File: config.mk
export PLATFORM = sky130hd
export DESIGN_NAME = sbalu_top
export DESIGN_NICKNAME = d
export VERILOG_FILES = /design/src/core/sbalu_pkg.sv /design/src/core/sbalu_flag_eval.sv /design/src/core/sbalu_top.sv
export SDC_FILE = /design/constraint.sdc
export NUM_CORES = 1
export LEC_CHECK = 0
export ABC_AREA = 1
export BUFFER_PORTS_ARGS = -buffer_cell sky130_fd_sc_hd__buf_2
export CAP_MARGIN = 20
export CELL_PAD_IN_SITES_DETAIL_PLACEMENT = 0
export CELL_PAD_IN_SITES_GLOBAL_PLACEMENT = 1
export CORE_UTILIZATION = 47
export CTS_BUF_LIST = sky130_fd_sc_hd__clkbuf_4 sky130_fd_sc_hd__clkbuf_8
export CTS_CLUSTER_SIZE = 14
export DETAILED_ROUTE_END_ITERATION = 16
export GPL_TIMING_DRIVEN = 0
export PLACE_DENSITY = 0.95
export SYNTH_ARGS = -nofsm -noshare
export SYNTH_HDL_FRONTEND = slang
export SYNTH_SLANG_ARGS = --single-unit
File: constraint.sdc
create_clock -name ref_clk -period 5.7 [get_ports ref_clk]
set_clock_uncertainty 0.15 [all_clocks]
set_input_delay 0.285 -clock ref_clk [delete_from_list [all_inputs] [get_ports ref_clk]]
set_output_delay 0.285 -clock ref_clk [all_outputs]
set_load 0.01 [all_outputs]
File: src/core/sbalu_pkg.sv
/*
 * sbalu_pkg: register map, field positions, reset values, flag layout and
 * operation codes for the shift and borrow-subtract datapath slice.
 * assumes: included by every sbalu design file, used by scoped name only.
 */
package sbalu_pkg;

	// wishbone byte offsets, one aligned 32-bit word each
	localparam logic [7:0] ADR_CTRL     = 8'h00;
	localparam logic [7:0] ADR_DEST     = 8'h04;
	localparam logic [7:0] ADR_SRC      = 8'h08;
	localparam logic [7:0] ADR_COUNTIMM = 8'h0c;
	localparam logic [7:0] ADR_COUNTREG = 8'h10;
	localparam logic [7:0] ADR_FLAGS    = 8'h14;
	localparam logic [7:0] ADR_STATUS   = 8'h18;

	// control register fields
	localparam int CTRL_OP_LSB    = 0;
	localparam int CTRL_WORD_BIT  = 2;
	localparam int CTRL_CSEL_BIT  = 3;
	localparam int CTRL_START_BIT = 8;

	// status register fields
	localparam int STAT_BUSY_BIT = 0;
	localparam int STAT_DONE_BIT = 1;

	// flag word bit positions
	localparam int FLAG_CARRY  = 0;
	localparam int FLAG_PARITY = 2;
	localparam int FLAG_AUX    = 4;
	localparam int FLAG_ZERO   = 6;
	localparam int FLAG_SIGN   = 7;
	localparam int FLAG_TRAP   = 8;
	localparam int FLAG_INTEN  = 9;
	localparam int FLAG_DIR    = 10;
	localparam int FLAG_OVER   = 11;

	// reset values
	localparam logic [15:0] RST_DEST  = 16'h0000;
	localparam logic [15:0] RST_SRC   = 16'h0000;
	localparam logic [15:0] RST_FLAGS = 16'h0000;
	localparam logic [7:0]  RST_COUNT = 8'h00;

	// documented operand width and default count width
	localparam int DATA_W  = 16;
	localparam int COUNT_W = 8;

	typedef enum logic [1:0] {
		SBALU_OP_LOGICAL_LEFT_SHIFT    = 2'h0,
		SBALU_OP_ARITHMETIC_LEFT_SHIFT = 2'h1,
		SBALU_OP_ARITHMETIC_RIGHT_SHIFT = 2'h2,
		SBALU_OP_SUBTRACT_WITH_BORROW  = 2'h3
	} sbalu_op_e;

	typedef struct packed {
		sbalu_op_e op;
		logic      word;
		logic      countFromReg;
	} sbalu_ctrl_s;

	typedef struct packed {
		logic sign;
		logic zero;
		logic parity;
	} sbalu_res_flags_s;

endpackage : sbalu_pkg

File: src/core/sbalu_flag_eval.sv
/*
 * sbalu_flag_eval: sign, zero and parity of a byte or word result,
 * combinational on resFlags, with a registered copy on resFlagsQ.
 * assumes: value is the full 16-bit operand image; only low byte for bytes.
 */
`timescale 1ns/1ps
module sbalu_flag_eval (
	input  wire logic                      ref_clk,
	input  wire logic                      rst_n,
	input  wire logic [15:0]               value,
	input  wire logic                      word,
	output sbalu_pkg::sbalu_res_flags_s    resFlags,
	output sbalu_pkg::sbalu_res_flags_s    resFlagsQ
);

	// parity flag set when the low byte holds an even number of ones
	wire logic evenLow = ~(^value[7:0]);
	wire logic signBit = word ? value[15] : value[7];
	wire logic zeroAll = word ? (value == 16'h0000) : (value[7:0] == 8'h00);

	assign resFlags.sign   = signBit;
	assign resFlags.zero   = zeroAll;
	assign resFlags.parity = evenLow;

	// registered copy for observation of the last evaluated result
	always_ff @(posedge ref_clk or negedge rst_n) begin
		if (!rst_n) begin
			resFlagsQ <= '0;
		end else begin
			resFlagsQ <= resFlags;
		end
	end

endmodule : sbalu_flag_eval

File: src/core/sbalu_top.sv
/*
 * sbalu_top: shift-left, arithmetic shift-right and subtract-with-borrow
 * datapath slice with its operand, count and flag registers on wishbone.
 * assumes: classic wishbone master on ref_clk, one request at a time;
 * the core reads results back from destOut and flagsOut.
 */
// Register access over Wishbone and the register offsets are this design's own decisions.
// Contract
// RULE1: left shifts move the operand left one bit per cycle, count times
// RULE2: each left step puts the old top bit in carry and doubles the operand
// RULE3: left shift by one sets overflow when top bit differs from carry
// RULE4: left shifts fill the vacated low bit with zero every step
// RULE5: count comes from immediate or count byte register; any destination
// RULE6: each arithmetic right step puts the low bit in carry, halves operand
// RULE7: arithmetic right shift refills the top bit with the original sign
// RULE8: arithmetic right shift rounds toward minus infinity, not toward zero
// RULE9: right shift by one sets overflow if top two bits differ, else clear
// RULE10: shifts leave auxiliary carry alone, update carry overflow parity sign zero
// RULE11: direction, interrupt enable and trap flags are never changed
// RULE12: borrow subtract writes destination minus source minus carry back
// RULE13: borrow subtract works on bytes and words, signedness does not matter
// RULE14: any operand pairing is served since operands arrive as plain values
// RULE15: a zero shift count leaves destination and every flag untouched
// RULE16: borrow subtract sets carry on borrow and other flags from result
`timescale 1ns/1ps
module sbalu_top #(
	parameter int COUNT_W = sbalu_pkg::COUNT_W
) (
	input  wire logic        ref_clk,
	input  wire logic        rst_n,
	input  wire logic        wbCyc,
	input  wire logic        wbStb,
	input  wire logic        wbWe,
	input  wire logic [7:0]  wbAdr,
	input  wire logic [3:0]  wbSel,
	input  wire logic [31:0] wbDatW,
	output logic      [31:0] wbDatR,
	output logic             wbAck,
	output logic      [15:0] destOut,
	output logic      [15:0] flagsOut,
	output logic             busyOut,
	output logic             opDone
);

	// elaboration-time refusal of count widths the step counter cannot serve
	if (COUNT_W < 1 || COUNT_W > 8) begin : g_count_w_check
		$error("sbalu_top: COUNT_W must lie in 1..8");
	end

	typedef enum logic [1:0] {
		SBALU_IDLE,
		SBALU_SHIFT
	} sbalu_state_e;

	sbalu_state_e                 state;
	sbalu_state_e                 next_state;
	sbalu_pkg::sbalu_ctrl_s       ctrl;
	logic [15:0]                  dest;
	logic [15:0]                  src;
	logic [15:0]                  flags;
	logic [7:0]                   countImm;
	logic [7:0]                   countReg;
	logic [COUNT_W-1:0]           iterLeft;
	logic [COUNT_W-1:0]           origCount;
	logic                         done;
	logic [15:0]                  next_dest;
	logic [15:0]                  next_flags;
	logic [COUNT_W-1:0]           next_iterLeft;
	logic                         next_done;
	logic                         engineWrite;

	// bus decode
	wire logic        busReq   = wbCyc & wbStb & ~wbAck;
	wire logic        busWr    = busReq & wbWe;
	wire logic        selCtrl  = (wbAdr == sbalu_pkg::ADR_CTRL);
	wire logic        selDest  = (wbAdr == sbalu_pkg::ADR_DEST);
	wire logic        selSrc   = (wbAdr == sbalu_pkg::ADR_SRC);
	wire logic        selCImm  = (wbAdr == sbalu_pkg::ADR_COUNTIMM);
	wire logic        selCReg  = (wbAdr == sbalu_pkg::ADR_COUNTREG);
	wire logic        selFlags = (wbAdr == sbalu_pkg::ADR_FLAGS);
	wire logic        selStat  = (wbAdr == sbalu_pkg::ADR_STATUS);
	wire logic        busy     = (state == SBALU_SHIFT);

	// byte-lane merge for the 16-bit registers
	wire logic [15:0] laneMask = {{8{wbSel[1]}}, {8{wbSel[0]}}};
	wire logic [15:0] destWr   = (dest & ~laneMask) | (wbDatW[15:0] & laneMask);
	wire logic [15:0] srcWr    = (src & ~laneMask) | (wbDatW[15:0] & laneMask);
	wire logic [15:0] flagsWr  = (flags & ~laneMask) | (wbDatW[15:0] & laneMask);

	// control write and start request; ignored while the engine runs
	wire logic        ctrlWr   = busWr & selCtrl & wbSel[0] & ~busy;
	wire logic        startReq = busWr & selCtrl & wbSel[1] & ~busy
		& wbDatW[sbalu_pkg::CTRL_START_BIT];
	wire sbalu_pkg::sbalu_ctrl_s ctrlWrVal = '{
		op:           sbalu_pkg::sbalu_op_e'(wbDatW[sbalu_pkg::CTRL_OP_LSB +: 2]),
		word:         wbDatW[sbalu_pkg::CTRL_WORD_BIT],
		countFromReg: wbDatW[sbalu_pkg::CTRL_CSEL_BIT]
	};
	// start uses the control value written in the same access when present
	wire sbalu_pkg::sbalu_ctrl_s runCtrl = ctrlWr ? ctrlWrVal : ctrl;

	// count source: immediate or count byte register
	wire logic [7:0]  countSel = runCtrl.countFromReg ? countReg : countImm; // see RULE5
	wire logic [COUNT_W-1:0] countNow = countSel[COUNT_W-1:0];

	wire logic isSub   = (runCtrl.op == sbalu_pkg::SBALU_OP_SUBTRACT_WITH_BORROW);
	wire logic isRight = (ctrl.op == sbalu_pkg::SBALU_OP_ARITHMETIC_RIGHT_SHIFT);

	// one shift step on the current destination
	wire logic        topBit   = ctrl.word ? dest[15] : dest[7];
	wire logic [15:0] leftVal  = ctrl.word ? {dest[14:0], 1'b0}
		: {dest[15:8], dest[6:0], 1'b0}; // see RULE2 RULE4
	wire logic [15:0] rightVal = ctrl.word ? {dest[15], dest[15:1]}
		: {dest[15:8], dest[7], dest[7:1]}; // see RULE7 RULE8
	wire logic [15:0] stepVal  = isRight ? rightVal : leftVal;
	wire logic        stepCarry = isRight ? dest[0] : topBit; // see RULE2 RULE6
	wire logic        resTop   = ctrl.word ? stepVal[15] : stepVal[7];
	wire logic        resNext  = ctrl.word ? stepVal[14] : stepVal[6];
	wire logic        singleStep = (origCount == COUNT_W'(1));
	wire logic        leftOver  = resTop ^ stepCarry; // see RULE3
	wire logic        rightOver = singleStep & (resTop ^ resNext); // see RULE9

	// subtract with borrow, byte or word, same bits for signed and unsigned
	wire logic        cin      = flags[sbalu_pkg::FLAG_CARRY];
	wire logic        subWord  = runCtrl.word;
	wire logic [16:0] diffW    = {1'b0, dest} - {1'b0, src} - {16'h0000, cin}; // see RULE12
	wire logic [8:0]  diffB    = {1'b0, dest[7:0]} - {1'b0, src[7:0]} - {8'h00, cin};
	wire logic [4:0]  diffNib  = {1'b0, dest[3:0]} - {1'b0, src[3:0]} - {4'h0, cin};
	wire logic [15:0] subVal   = subWord ? diffW[15:0]
		: {dest[15:8], diffB[7:0]}; // see RULE13
	wire logic        subBorrow = subWord ? diffW[16] : diffB[8]; // see RULE16
	wire logic        dTop     = subWord ? dest[15] : dest[7];
	wire logic        sTop     = subWord ? src[15] : src[7];
	wire logic        rTop     = subWord ? subVal[15] : subVal[7];
	wire logic        subOver  = (dTop ^ sTop) & (rTop ^ dTop); // see RULE16

	// shared sign, zero and parity evaluation
	wire logic [15:0] evalVal  = busy ? stepVal : subVal;
	wire logic        evalWord = busy ? ctrl.word : subWord;
	sbalu_pkg::sbalu_res_flags_s resFlags;

	sbalu_flag_eval u_flag_eval (
		.ref_clk   (ref_clk),
		.rst_n     (rst_n),
		.value     (evalVal),
		.word      (evalWord),
		.resFlags  (resFlags),
		.resFlagsQ ()
	);

	// engine next state
	always_comb begin
		next_state    = state;
		next_dest     = dest;
		next_flags    = flags;
		next_iterLeft = iterLeft;
		next_done     = done;
		engineWrite   = 1'b0;
		case (state)
			SBALU_IDLE: begin
				if (startReq) begin
					next_done = 1'b0;
					if (isSub) begin
						// single-cycle borrow subtract; direction, ie, trap kept
						engineWrite                      = 1'b1;
						next_dest                        = subVal; // see RULE12 RULE14
						next_flags[sbalu_pkg::FLAG_CARRY]  = subBorrow; // see RULE16
						next_flags[sbalu_pkg::FLAG_OVER]   = subOver;
						next_flags[sbalu_pkg::FLAG_AUX]    = diffNib[4];
						next_flags[sbalu_pkg::FLAG_SIGN]   = resFlags.sign;
						next_flags[sbalu_pkg::FLAG_ZERO]   = resFlags.zero;
						next_flags[sbalu_pkg::FLAG_PARITY] = resFlags.parity; // see RULE11
						next_done                        = 1'b1;
					end else if (countNow == '0) begin
						next_done = 1'b1; // see RULE15
					end else begin
						next_iterLeft = countNow; // see RULE1
						next_state    = SBALU_SHIFT;
					end
				end
			end
			SBALU_SHIFT: begin
				// one bit per cycle; auxiliary carry and control flags kept
				engineWrite                      = 1'b1;
				next_dest                        = stepVal; // see RULE1 RULE6
				next_flags[sbalu_pkg::FLAG_CARRY]  = stepCarry;
				next_flags[sbalu_pkg::FLAG_OVER]   = isRight ? rightOver : leftOver;
				next_flags[sbalu_pkg::FLAG_SIGN]   = resFlags.sign; // see RULE10
				next_flags[sbalu_pkg::FLAG_ZERO]   = resFlags.zero;
				next_flags[sbalu_pkg::FLAG_PARITY] = resFlags.parity; // see RULE11
				next_iterLeft                    = iterLeft - COUNT_W'(1);
				if (iterLeft == COUNT_W'(1)) begin
					next_state = SBALU_IDLE;
					next_done  = 1'b1;
				end
			end
			default: begin
				next_state = SBALU_IDLE;
			end
		endcase
	end

	// engine and operand registers
	always_ff @(posedge ref_clk or negedge rst_n) begin
		if (!rst_n) begin
			state     <= SBALU_IDLE;
			iterLeft  <= '0;
			origCount <= '0;
			done      <= 1'b0;
			opDone    <= 1'b0;
		end else begin
			state     <= next_state;
			iterLeft  <= next_iterLeft;
			done      <= next_done;
			opDone    <= (state == SBALU_IDLE) ? (startReq & (isSub | countNow == '0))
				: (iterLeft == COUNT_W'(1));
			if (startReq) begin
				origCount <= countNow;
			end
		end
	end

	always_ff @(posedge ref_clk or negedge rst_n) begin
		if (!rst_n) begin
			ctrl     <= '{op: sbalu_pkg::SBALU_OP_LOGICAL_LEFT_SHIFT, word: 1'b0,
				countFromReg: 1'b0};
			dest     <= sbalu_pkg::RST_DEST;
			src      <= sbalu_pkg::RST_SRC;
			flags    <= sbalu_pkg::RST_FLAGS;
			countImm <= sbalu_pkg::RST_COUNT;
			countReg <= sbalu_pkg::RST_COUNT;
		end else begin
			if (ctrlWr) begin
				ctrl <= ctrlWrVal;
			end
			if (engineWrite) begin
				dest  <= next_dest;
				flags <= next_flags;
			end else if (busWr & ~busy) begin
				if (selDest) begin
					dest <= destWr;
				end
				if (selFlags) begin
					flags <= flagsWr;
				end
			end
			if (busWr & selSrc & ~busy) begin
				src <= srcWr;
			end
			if (busWr & selCImm & wbSel[0] & ~busy) begin
				countImm <= wbDatW[7:0];
			end
			if (busWr & selCReg & wbSel[0] & ~busy) begin
				countReg <= wbDatW[7:0];
			end
		end
	end

	// read data select; unmapped addresses read zero
	wire logic [31:0] rdCtrl  = {16'h0000, 7'h00, 1'b0, 4'h0, ctrl.countFromReg,
		ctrl.word, ctrl.op};
	wire logic [31:0] rdStat  = {30'h00000000, done, busy};
	wire logic [31:0] rdData  =
		selCtrl  ? rdCtrl :
		selDest  ? {16'h0000, dest} :
		selSrc   ? {16'h0000, src} :
		selCImm  ? {24'h000000, countImm} :
		selCReg  ? {24'h000000, countReg} :
		selFlags ? {16'h0000, flags} :
		selStat  ? rdStat : 32'h00000000;

	// wishbone answer one cycle after the request, dropped the cycle after
	always_ff @(posedge ref_clk or negedge rst_n) begin
		if (!rst_n) begin
			wbAck  <= 1'b0;
			wbDatR <= 32'h00000000;
		end else begin
			wbAck <= busReq;
			if (busReq & ~wbWe) begin
				wbDatR <= rdData;
			end
		end
	end

	// core-facing copies of the architectural results
	always_ff @(posedge ref_clk or negedge rst_n) begin
		if (!rst_n) begin
			destOut  <= sbalu_pkg::RST_DEST;
			flagsOut <= sbalu_pkg::RST_FLAGS;
			busyOut  <= 1'b0;
		end else begin
			destOut  <= next_dest;
			flagsOut <= next_flags;
			busyOut  <= (next_state == SBALU_SHIFT);
		end
	end

endmodule : sbalu_top

Word-level counts from Yosys, hierarchy flattened
Index checks and enable logic that the tools add are counted.
{ "classes": {"reduce_logical": 15, "n_eq_ne": 16, "addsub": 7, "n_bitwise": 40, "n_mux": 68} }
{ "op_table": {"columns": ["operator", "count"], "rows": [
  ["$mux 16", 15],
  ["$and 16x16->16", 4],
  ["$or 16x16->16", 3],
  ["$mux 12", 3],
  ["$mux 8", 4],
  ["$pmux 16 s2", 1],
  ["$mux 1", 28],
  ["$eq 8x5->1 const B", 3],
  ["$logic_not 8->1", 3],
  ["$and 1x1->1", 22],
  ["$sub 16x16->17", 1],
  ["$sub 17x1->17", 1],
  ["$eq 8x1->1 const B", 2],
  ["$eq 8x4->1 const B", 2],
  ["$logic_not 16->1", 1],
  ["$not 16->16", 1],
  ["$pmux 8 s2", 1],
  ["$mux 15", 1],
  ["$mux 2", 7],
  ["$pmux 1 s2", 5],
  ["$sub 8x8->9", 1],
  ["$sub 9x1->9", 1],
  ["$eq 8x3->1 const B", 1],
  ["$pmux 2 s2", 2],
  ["17 further kinds", 33]
]} }
{ "totals": {"word_cells": 165, "reg_bits": 154, "input_bits": 49} }

Logic depth before layout (Yosys ltp)
{ "logic_depth": {"ltp_word": 15, "mapped_depth": 20, "ltp_nobuf": 20} }

Hierarchy
From an unflattened synthesis, not the netlist that was laid out.
{ "unflattened": {"cells_unflattened": 1160, "hier_area_um2": 8461.9} }
{ "modules_own_cells": {"columns": ["module", "cells_each", "instances", "area_each_um2", "seq_area_each_um2"], "rows": [
  ["sbalu_top", 1123, 1, 8199.1, 3253.1],
  ["sbalu_flag_eval", 37, 1, 262.8, 75.1]
]} }

Least setup slack after synthesis
Ideal clock, no wire load.
{ "synth_timing": {"path_kind": "reg2reg", "start": "register with a tool-made name", "end": "register flags[2]", "arrival_time_ns": 2.703, "setup_slack_ns": 2.716, "stages_incl_launch_ff": 17, "cell_sequence": "dfrtp_1 > inv_1 > fa_1 > ha_1 > nand2_1 > o21ai_0 > nand2_1 > nand2_1 > xor2_1 > nand2_1 > nand2_1 > inv_1 > ha_1 > xnor2_1 > xnor2_1 > nand2_1 > o211ai_1"} }
{ "synth_rtl": {"columns": ["element", "line", "text"], "rows": [
  ["end signal: assignment", "sbalu_top.sv:229", "flags <= sbalu_pkg::RST_FLAGS;"],
  ["end signal: assignment", "sbalu_top.sv:238", "flags <= next_flags;"],
  ["end signal: assignment", "sbalu_top.sv:244", "flags <= flagsWr;"],
  ["end: declaration", "sbalu_top.sv:60", "logic [15:0] flags;"]
]} }

Worst setup path in the final report
{ "layout_timing": {"start": "register flags[0]", "end": "register flagsOut[2]"} }
{ "layout_between": {"elab_chain_cells": 8, "word_cells_on_any_way": 9, "classes_between": "add/sub: 2; mux: 5; bitwise: 1; reduce/logical: 1"} }
{ "layout_lines": {"columns": ["element", "line", "text"], "rows": [
  ["$sub 17x1->17 or $sub 9x1->9 (tied branches)", "sbalu_top.sv:126, sbalu_top.sv:127", null],
  ["$mux 16 (*)", "sbalu_top.sv:129", "wire logic [15:0] subVal = subWord ? diffW[15:0]"],
  ["$mux 16 (*)", "sbalu_top.sv:138", "wire logic [15:0] evalVal = busy ? stepVal : subVal;"],
  ["$reduce_xor 8->1 (*)", "sbalu_flag_eval.sv:17", "wire logic evenLow = ~(^value[7:0]);"],
  ["$not 1->1 (*)", "sbalu_flag_eval.sv:17", null],
  ["$mux 1", "sbalu_top.sv:163", "if (isSub) begin"],
  ["$mux 1", "sbalu_top.sv:161", "if (startReq) begin"],
  ["$pmux 1 s2 (*)", "sbalu_top.sv:159", "case (state)"],
  ["net next_flags[2]", "sbalu_top.sv:67", "logic [15:0] next_flags;"],
  ["end signal: assignment", "sbalu_top.sv:289", "flagsOut <= sbalu_pkg::RST_FLAGS;"],
  ["end signal: assignment", "sbalu_top.sv:293", "flagsOut <= next_flags;"],
  ["end: declaration", "sbalu_top.sv:40", "output logic [15:0] flagsOut,"]
]} }
The timed path passes the listed nets; every way through them passes the cells marked *.
A chain may end at the register's enable or synchronous reset.

==> impl_summary.txt <==
----------------------------------------------------
[Status]
  Run status ... finished clean

[Synthesis]
  XOR/XNOR share of the synthesized area ... under 10%
  Summed instance area of the synthesized netlist ... approximately 8400 um^2
  Simple-gate share of the synthesized area ... 25.9%
  Number of distinct library cells after synthesis ... 58
  Count of flip-flops with a built-in enable after synthesis ... 0
  Dominant register cell in the synthesized netlist ... sky130_fd_sc_hd__dfrtp_1
  Sequential area share after synthesis ... just under 40%
  Post-synthesis cell count ... approximately 1.1k
  Post-Synth Adder-Cell Area ... roughly 6%
  Async set-reset flop share out of synthesis ... between 90% and 100%
  Post-synthesis mux area share ... 0.492%
  Leading cell types by total area after synthesis ... sky130_fd_sc_hd__dfrtp_1, sky130_fd_sc_hd__nand2_1, sky130_fd_sc_hd__inv_1
  Syn. warnings ... 0
  Seq cells post-synth ... 130
  Post-Syn Area per Cell ... approximately 7.5 um^2
  Main combinational cell family by area after synthesis ... simple AND/OR/NAND/NOR gates
  Compound-cell area share of the yosys netlist ... around 16%
  Synth top area share ... slightly below 40%
  Library cell with the largest summed area after synthesis ... sky130_fd_sc_hd__dfrtp_1

[Global routing]
  Number of global-route vias before repair ... between 7k and 8k
  Pin count of the biggest net entering global routing ... 103
  Global-route wire length before repair ... 39900 um
  Total GRT Usage ... 28.8%
  Number of antenna violations at the first check in global routing ... 1
  Leftover overflow at the end of global routing ... 0

[Clocking]
  Num CTS Buffers ... 17
  Post-CTS sizing ... 0
  Postcts setup bufs ... 0
  Clock Path Buffers ... 2
  CTS tree ... built
  Later-pin clock latency in the skew report ... 0.47 ns
  Depth of the CTS H-tree ... 4
  Clock-pin slew reported for the worst setup and hold paths after clock tree synthesis ... ~0.090 ns
  Clock root cell ... sky130_fd_sc_hd__clkbuf_8
  Clock net sink count ... 130

[Timing]
  Final hold slack ... roughly 0.014 ns
  Crit path time final ... approximately 3.6 ns
  Number of max-slew violations in the final report ... 0
  RSZ-0062 raised after global routing ... no
  Crit path setup slack, layout ... just over 2 ns
  Highest clock rate ... between 200 and 300 MHz
  Worst slew margin relative to its limit ... ~44%
  Transition at the pin with the smallest max-transition slack ... around 0.84 ns
  Final Hold Vio Count ... 0
  Period Utilization, post-route ... 63.8%
  Sum of negative setup slack ... 0 ns
  Setup violations, final ... 0

[Placed design]
  Global placer's final weighted congestion ... roughly 0.95
  Pre-CTS worst setup slack ... roughly 2.2 ns
  Number of port buffers ... 79
  Placed cell count ... between 1k and 1.5k
  Post-DP HPWL ... slightly below 20000 um

[Floorplanning]
  Number of I/O pins ... 116
  Horizontal die dimension ... roughly 140 um
  Starting utilization of the core area ... between 40% and 50%
  Die Footprint ... approximately 18000 um^2
  Y dimension of the die ... approximately 140 um
  Floorplan row count ... 48
  Area of the placeable core ... between 15000 and 20000 um^2

[Worst setup path]
  Setup crit start ... flags[0]
  Worst endpoint data arrival time ... slightly below 4 ns
  Type of origin of the critical path ... register
  Kind of critical path ... register to register
  Endpoint kind of the worst setup timing path ... register
  Data required time at the worst endpoint ... 5.91 ns
  Worst r2r path cells ... 16
  CP Max Fanout ... 4
  Worst R2R Start ... flags[0]

[Power and ir drop]
  Power density over the cells ... 249 nW/um^2
  Total Power Consumption ... approximately 2400 uW
  Peak ir drop on the vdd network ... ~0.14 mV
  Total leakage power ... between 0.005 and 0.006 uW

[Route]
  Remaining design rule violation count ... 0
  Routed length per instance ... 17.0 um
  Met2 routed wirelength ... between 10000 and 15000 um
  Wire length on met3 ... ~2300 um
  Detailed-route vias per instance ... between 5 and 6
  Total vias in the final route ... 7977
  DRC marker count from the first detailed-route iteration ... 797
  Routed WL ... between 20000 and 30000 um
  Number of detailed-routing iterations run before antenna repair ... 5
  Highest layer used for signal routing ... met4
  ANT nets after route ... 0
  Sum of routed wire segments on met1 ... about 11000 um

[Final layout]
  Share of post-route cells with drive strength above 1 ... roughly 15%
  Number of standard cells in the final layout excluding fillers ... approximately 1.5k
  Layout fillers ... between 1.5k and 2k
  Area taken by multi-input logic gates ... between 4000 and 5000 um^2
  Total number of nets in the final design ... between 1k and 1.5k
  Most frequent standard cell in the layout excluding fill and tap cells ... sky130_fd_sc_hd__nand2_1
  Area of all sequential standard cells ... 3250 um^2
  Growth of design area from synthesis to finish ... 15.7%
  Most frequent cells in the layout ... sky130_fd_sc_hd__nand2_1, sky130_fd_sc_hd__inv_1, sky130_fd_sc_hd__dfrtp_1

[Run]
  Max-cap violations ... 0

[Worst hold path]
  Path class of the lowest-slack min-delay path ... input port to register
  Number of cells traversed by the worst hold path ... 3
  Hold path startpoint ... wbCyc

----------------------------------------------------
per-stage QoR:
stage | utilization (%) | instance area [um^2]
floorplan | - | 8440
global placement | 52.6 | 9120
detailed placement | 52.7 | 9160
CTS | 55.9 | 9690
global route | 55.9 | 9690
finish | 55.9 | 9700
cells in the mapped netlist (3+ instances only):
cell	number
sky130_fd_sc_hd__o221ai_1	4
sky130_fd_sc_hd__mux2i_1	3
sky130_fd_sc_hd__nand3_4	4
sky130_fd_sc_hd__a21o_1	3
sky130_fd_sc_hd__buf_4	18
sky130_fd_sc_hd__buf_6	3
sky130_fd_sc_hd__o211ai_1	13
sky130_fd_sc_hd__nand2_2	5
sky130_fd_sc_hd__nor3_1	8
sky130_fd_sc_hd__nand4_1	19
sky130_fd_sc_hd__a211oi_1	4
sky130_fd_sc_hd__o2111ai_1	3
sky130_fd_sc_hd__o21ai_1	6
sky130_fd_sc_hd__inv_2	5
sky130_fd_sc_hd__o21ai_2	3
sky130_fd_sc_hd__nor2_2	6
sky130_fd_sc_hd__a21oi_1	37
sky130_fd_sc_hd__xor2_1	8
sky130_fd_sc_hd__xnor2_1	4
sky130_fd_sc_hd__nand3_2	3
sky130_fd_sc_hd__inv_1	183
sky130_fd_sc_hd__a221oi_1	8
sky130_fd_sc_hd__nor2_1	56
sky130_fd_sc_hd__nand2_1	287
sky130_fd_sc_hd__nand2_4	3
sky130_fd_sc_hd__buf_2	8
sky130_fd_sc_hd__nor2_4	4
sky130_fd_sc_hd__o22ai_1	13
sky130_fd_sc_hd__nand3_1	67
sky130_fd_sc_hd__ha_1	36
sky130_fd_sc_hd__o21ai_0	117
sky130_fd_sc_hd__dfrtp_1	130
sky130_fd_sc_hd__clkbuf_1	15
cell families after synthesis:
| logic type | Yosys count |
|---|---|
| other cells | 1 |
| flops | 130 |
| xor+xnor | 12 |
| fa+ha+maj | 38 |
| buf+inv | 236 |
| compound gates | 227 |
| simple gates | 474 |
| mux | 4 |
path summary, 6_finish.rpt:
path,slack [ns],to
max,2.06,flagsOut[2]
min,0.01,wbAck
max reg2reg,2.06,flagsOut[2]
min reg2reg,0.24,flagsOut[15]
max in group asynchronous,4.48,countReg[2]
min in group asynchronous,0.10,asynchronous set/reset pin
critical path, cell delays in order (launching register included):
cell and delay (ns):
sky130_fd_sc_hd__dfrtp_1 0.42, sky130_fd_sc_hd__inv_1 0.11, sky130_fd_sc_hd__fa_1 0.46, sky130_fd_sc_hd__ha_1 0.31, sky130_fd_sc_hd__nand2_1 0.07, sky130_fd_sc_hd__o21ai_0 0.36
sky130_fd_sc_hd__nand2_1 0.11, sky130_fd_sc_hd__nand2_1 0.14, sky130_fd_sc_hd__xor2_1 0.30, sky130_fd_sc_hd__nand2_1 0.09, sky130_fd_sc_hd__nand2_1 0.06, sky130_fd_sc_hd__inv_1 0.06
sky130_fd_sc_hd__ha_1 0.31, sky130_fd_sc_hd__xnor2_1 0.20, sky130_fd_sc_hd__xnor2_1 0.16, sky130_fd_sc_hd__nand2_1 0.10, sky130_fd_sc_hd__o21ai_0 0.12
power breakdown:
group	switching [uW]	internal, uW	leakage, uW	total, uW
Clock	392	454	0.000204	846
Combinational	333	204	0.00316	537
Sequential	49.0	977	0.00167	1030
layer usage:
layer  GRT usage, %  vias up
met1           40.0     3705
met4           10.1        0
met5              0        -
met2           44.0      350
li1               -     3877
met3           6.40       45
final cells by class:
| class | count | area share (%) |
|---|---|---|
| sequential | 130 | 33.5 |
| multi-input combinational | 772 | 43.3 |
| antenna | 1 | 0.0258 |
| buffer | 46 | 2.81 |
| timing repair buffer | 92 | 5.66 |
| tap | 225 | 2.90 |
| clock buffer | 19 | 2.70 |
| inverter | 190 | 7.38 |
| clock inverter | 12 | 1.63 |
repair_timing:
| item | 4_1_cts | 5_1_grt |
|---|---|---|
| endpoints found under the hold margin | 106 | 0 |
| setup endpoints to repair | 0 | 0 |
| hold buffers | 12 | 0 |
No activity file was read; power rests on OpenSTA's default activity.
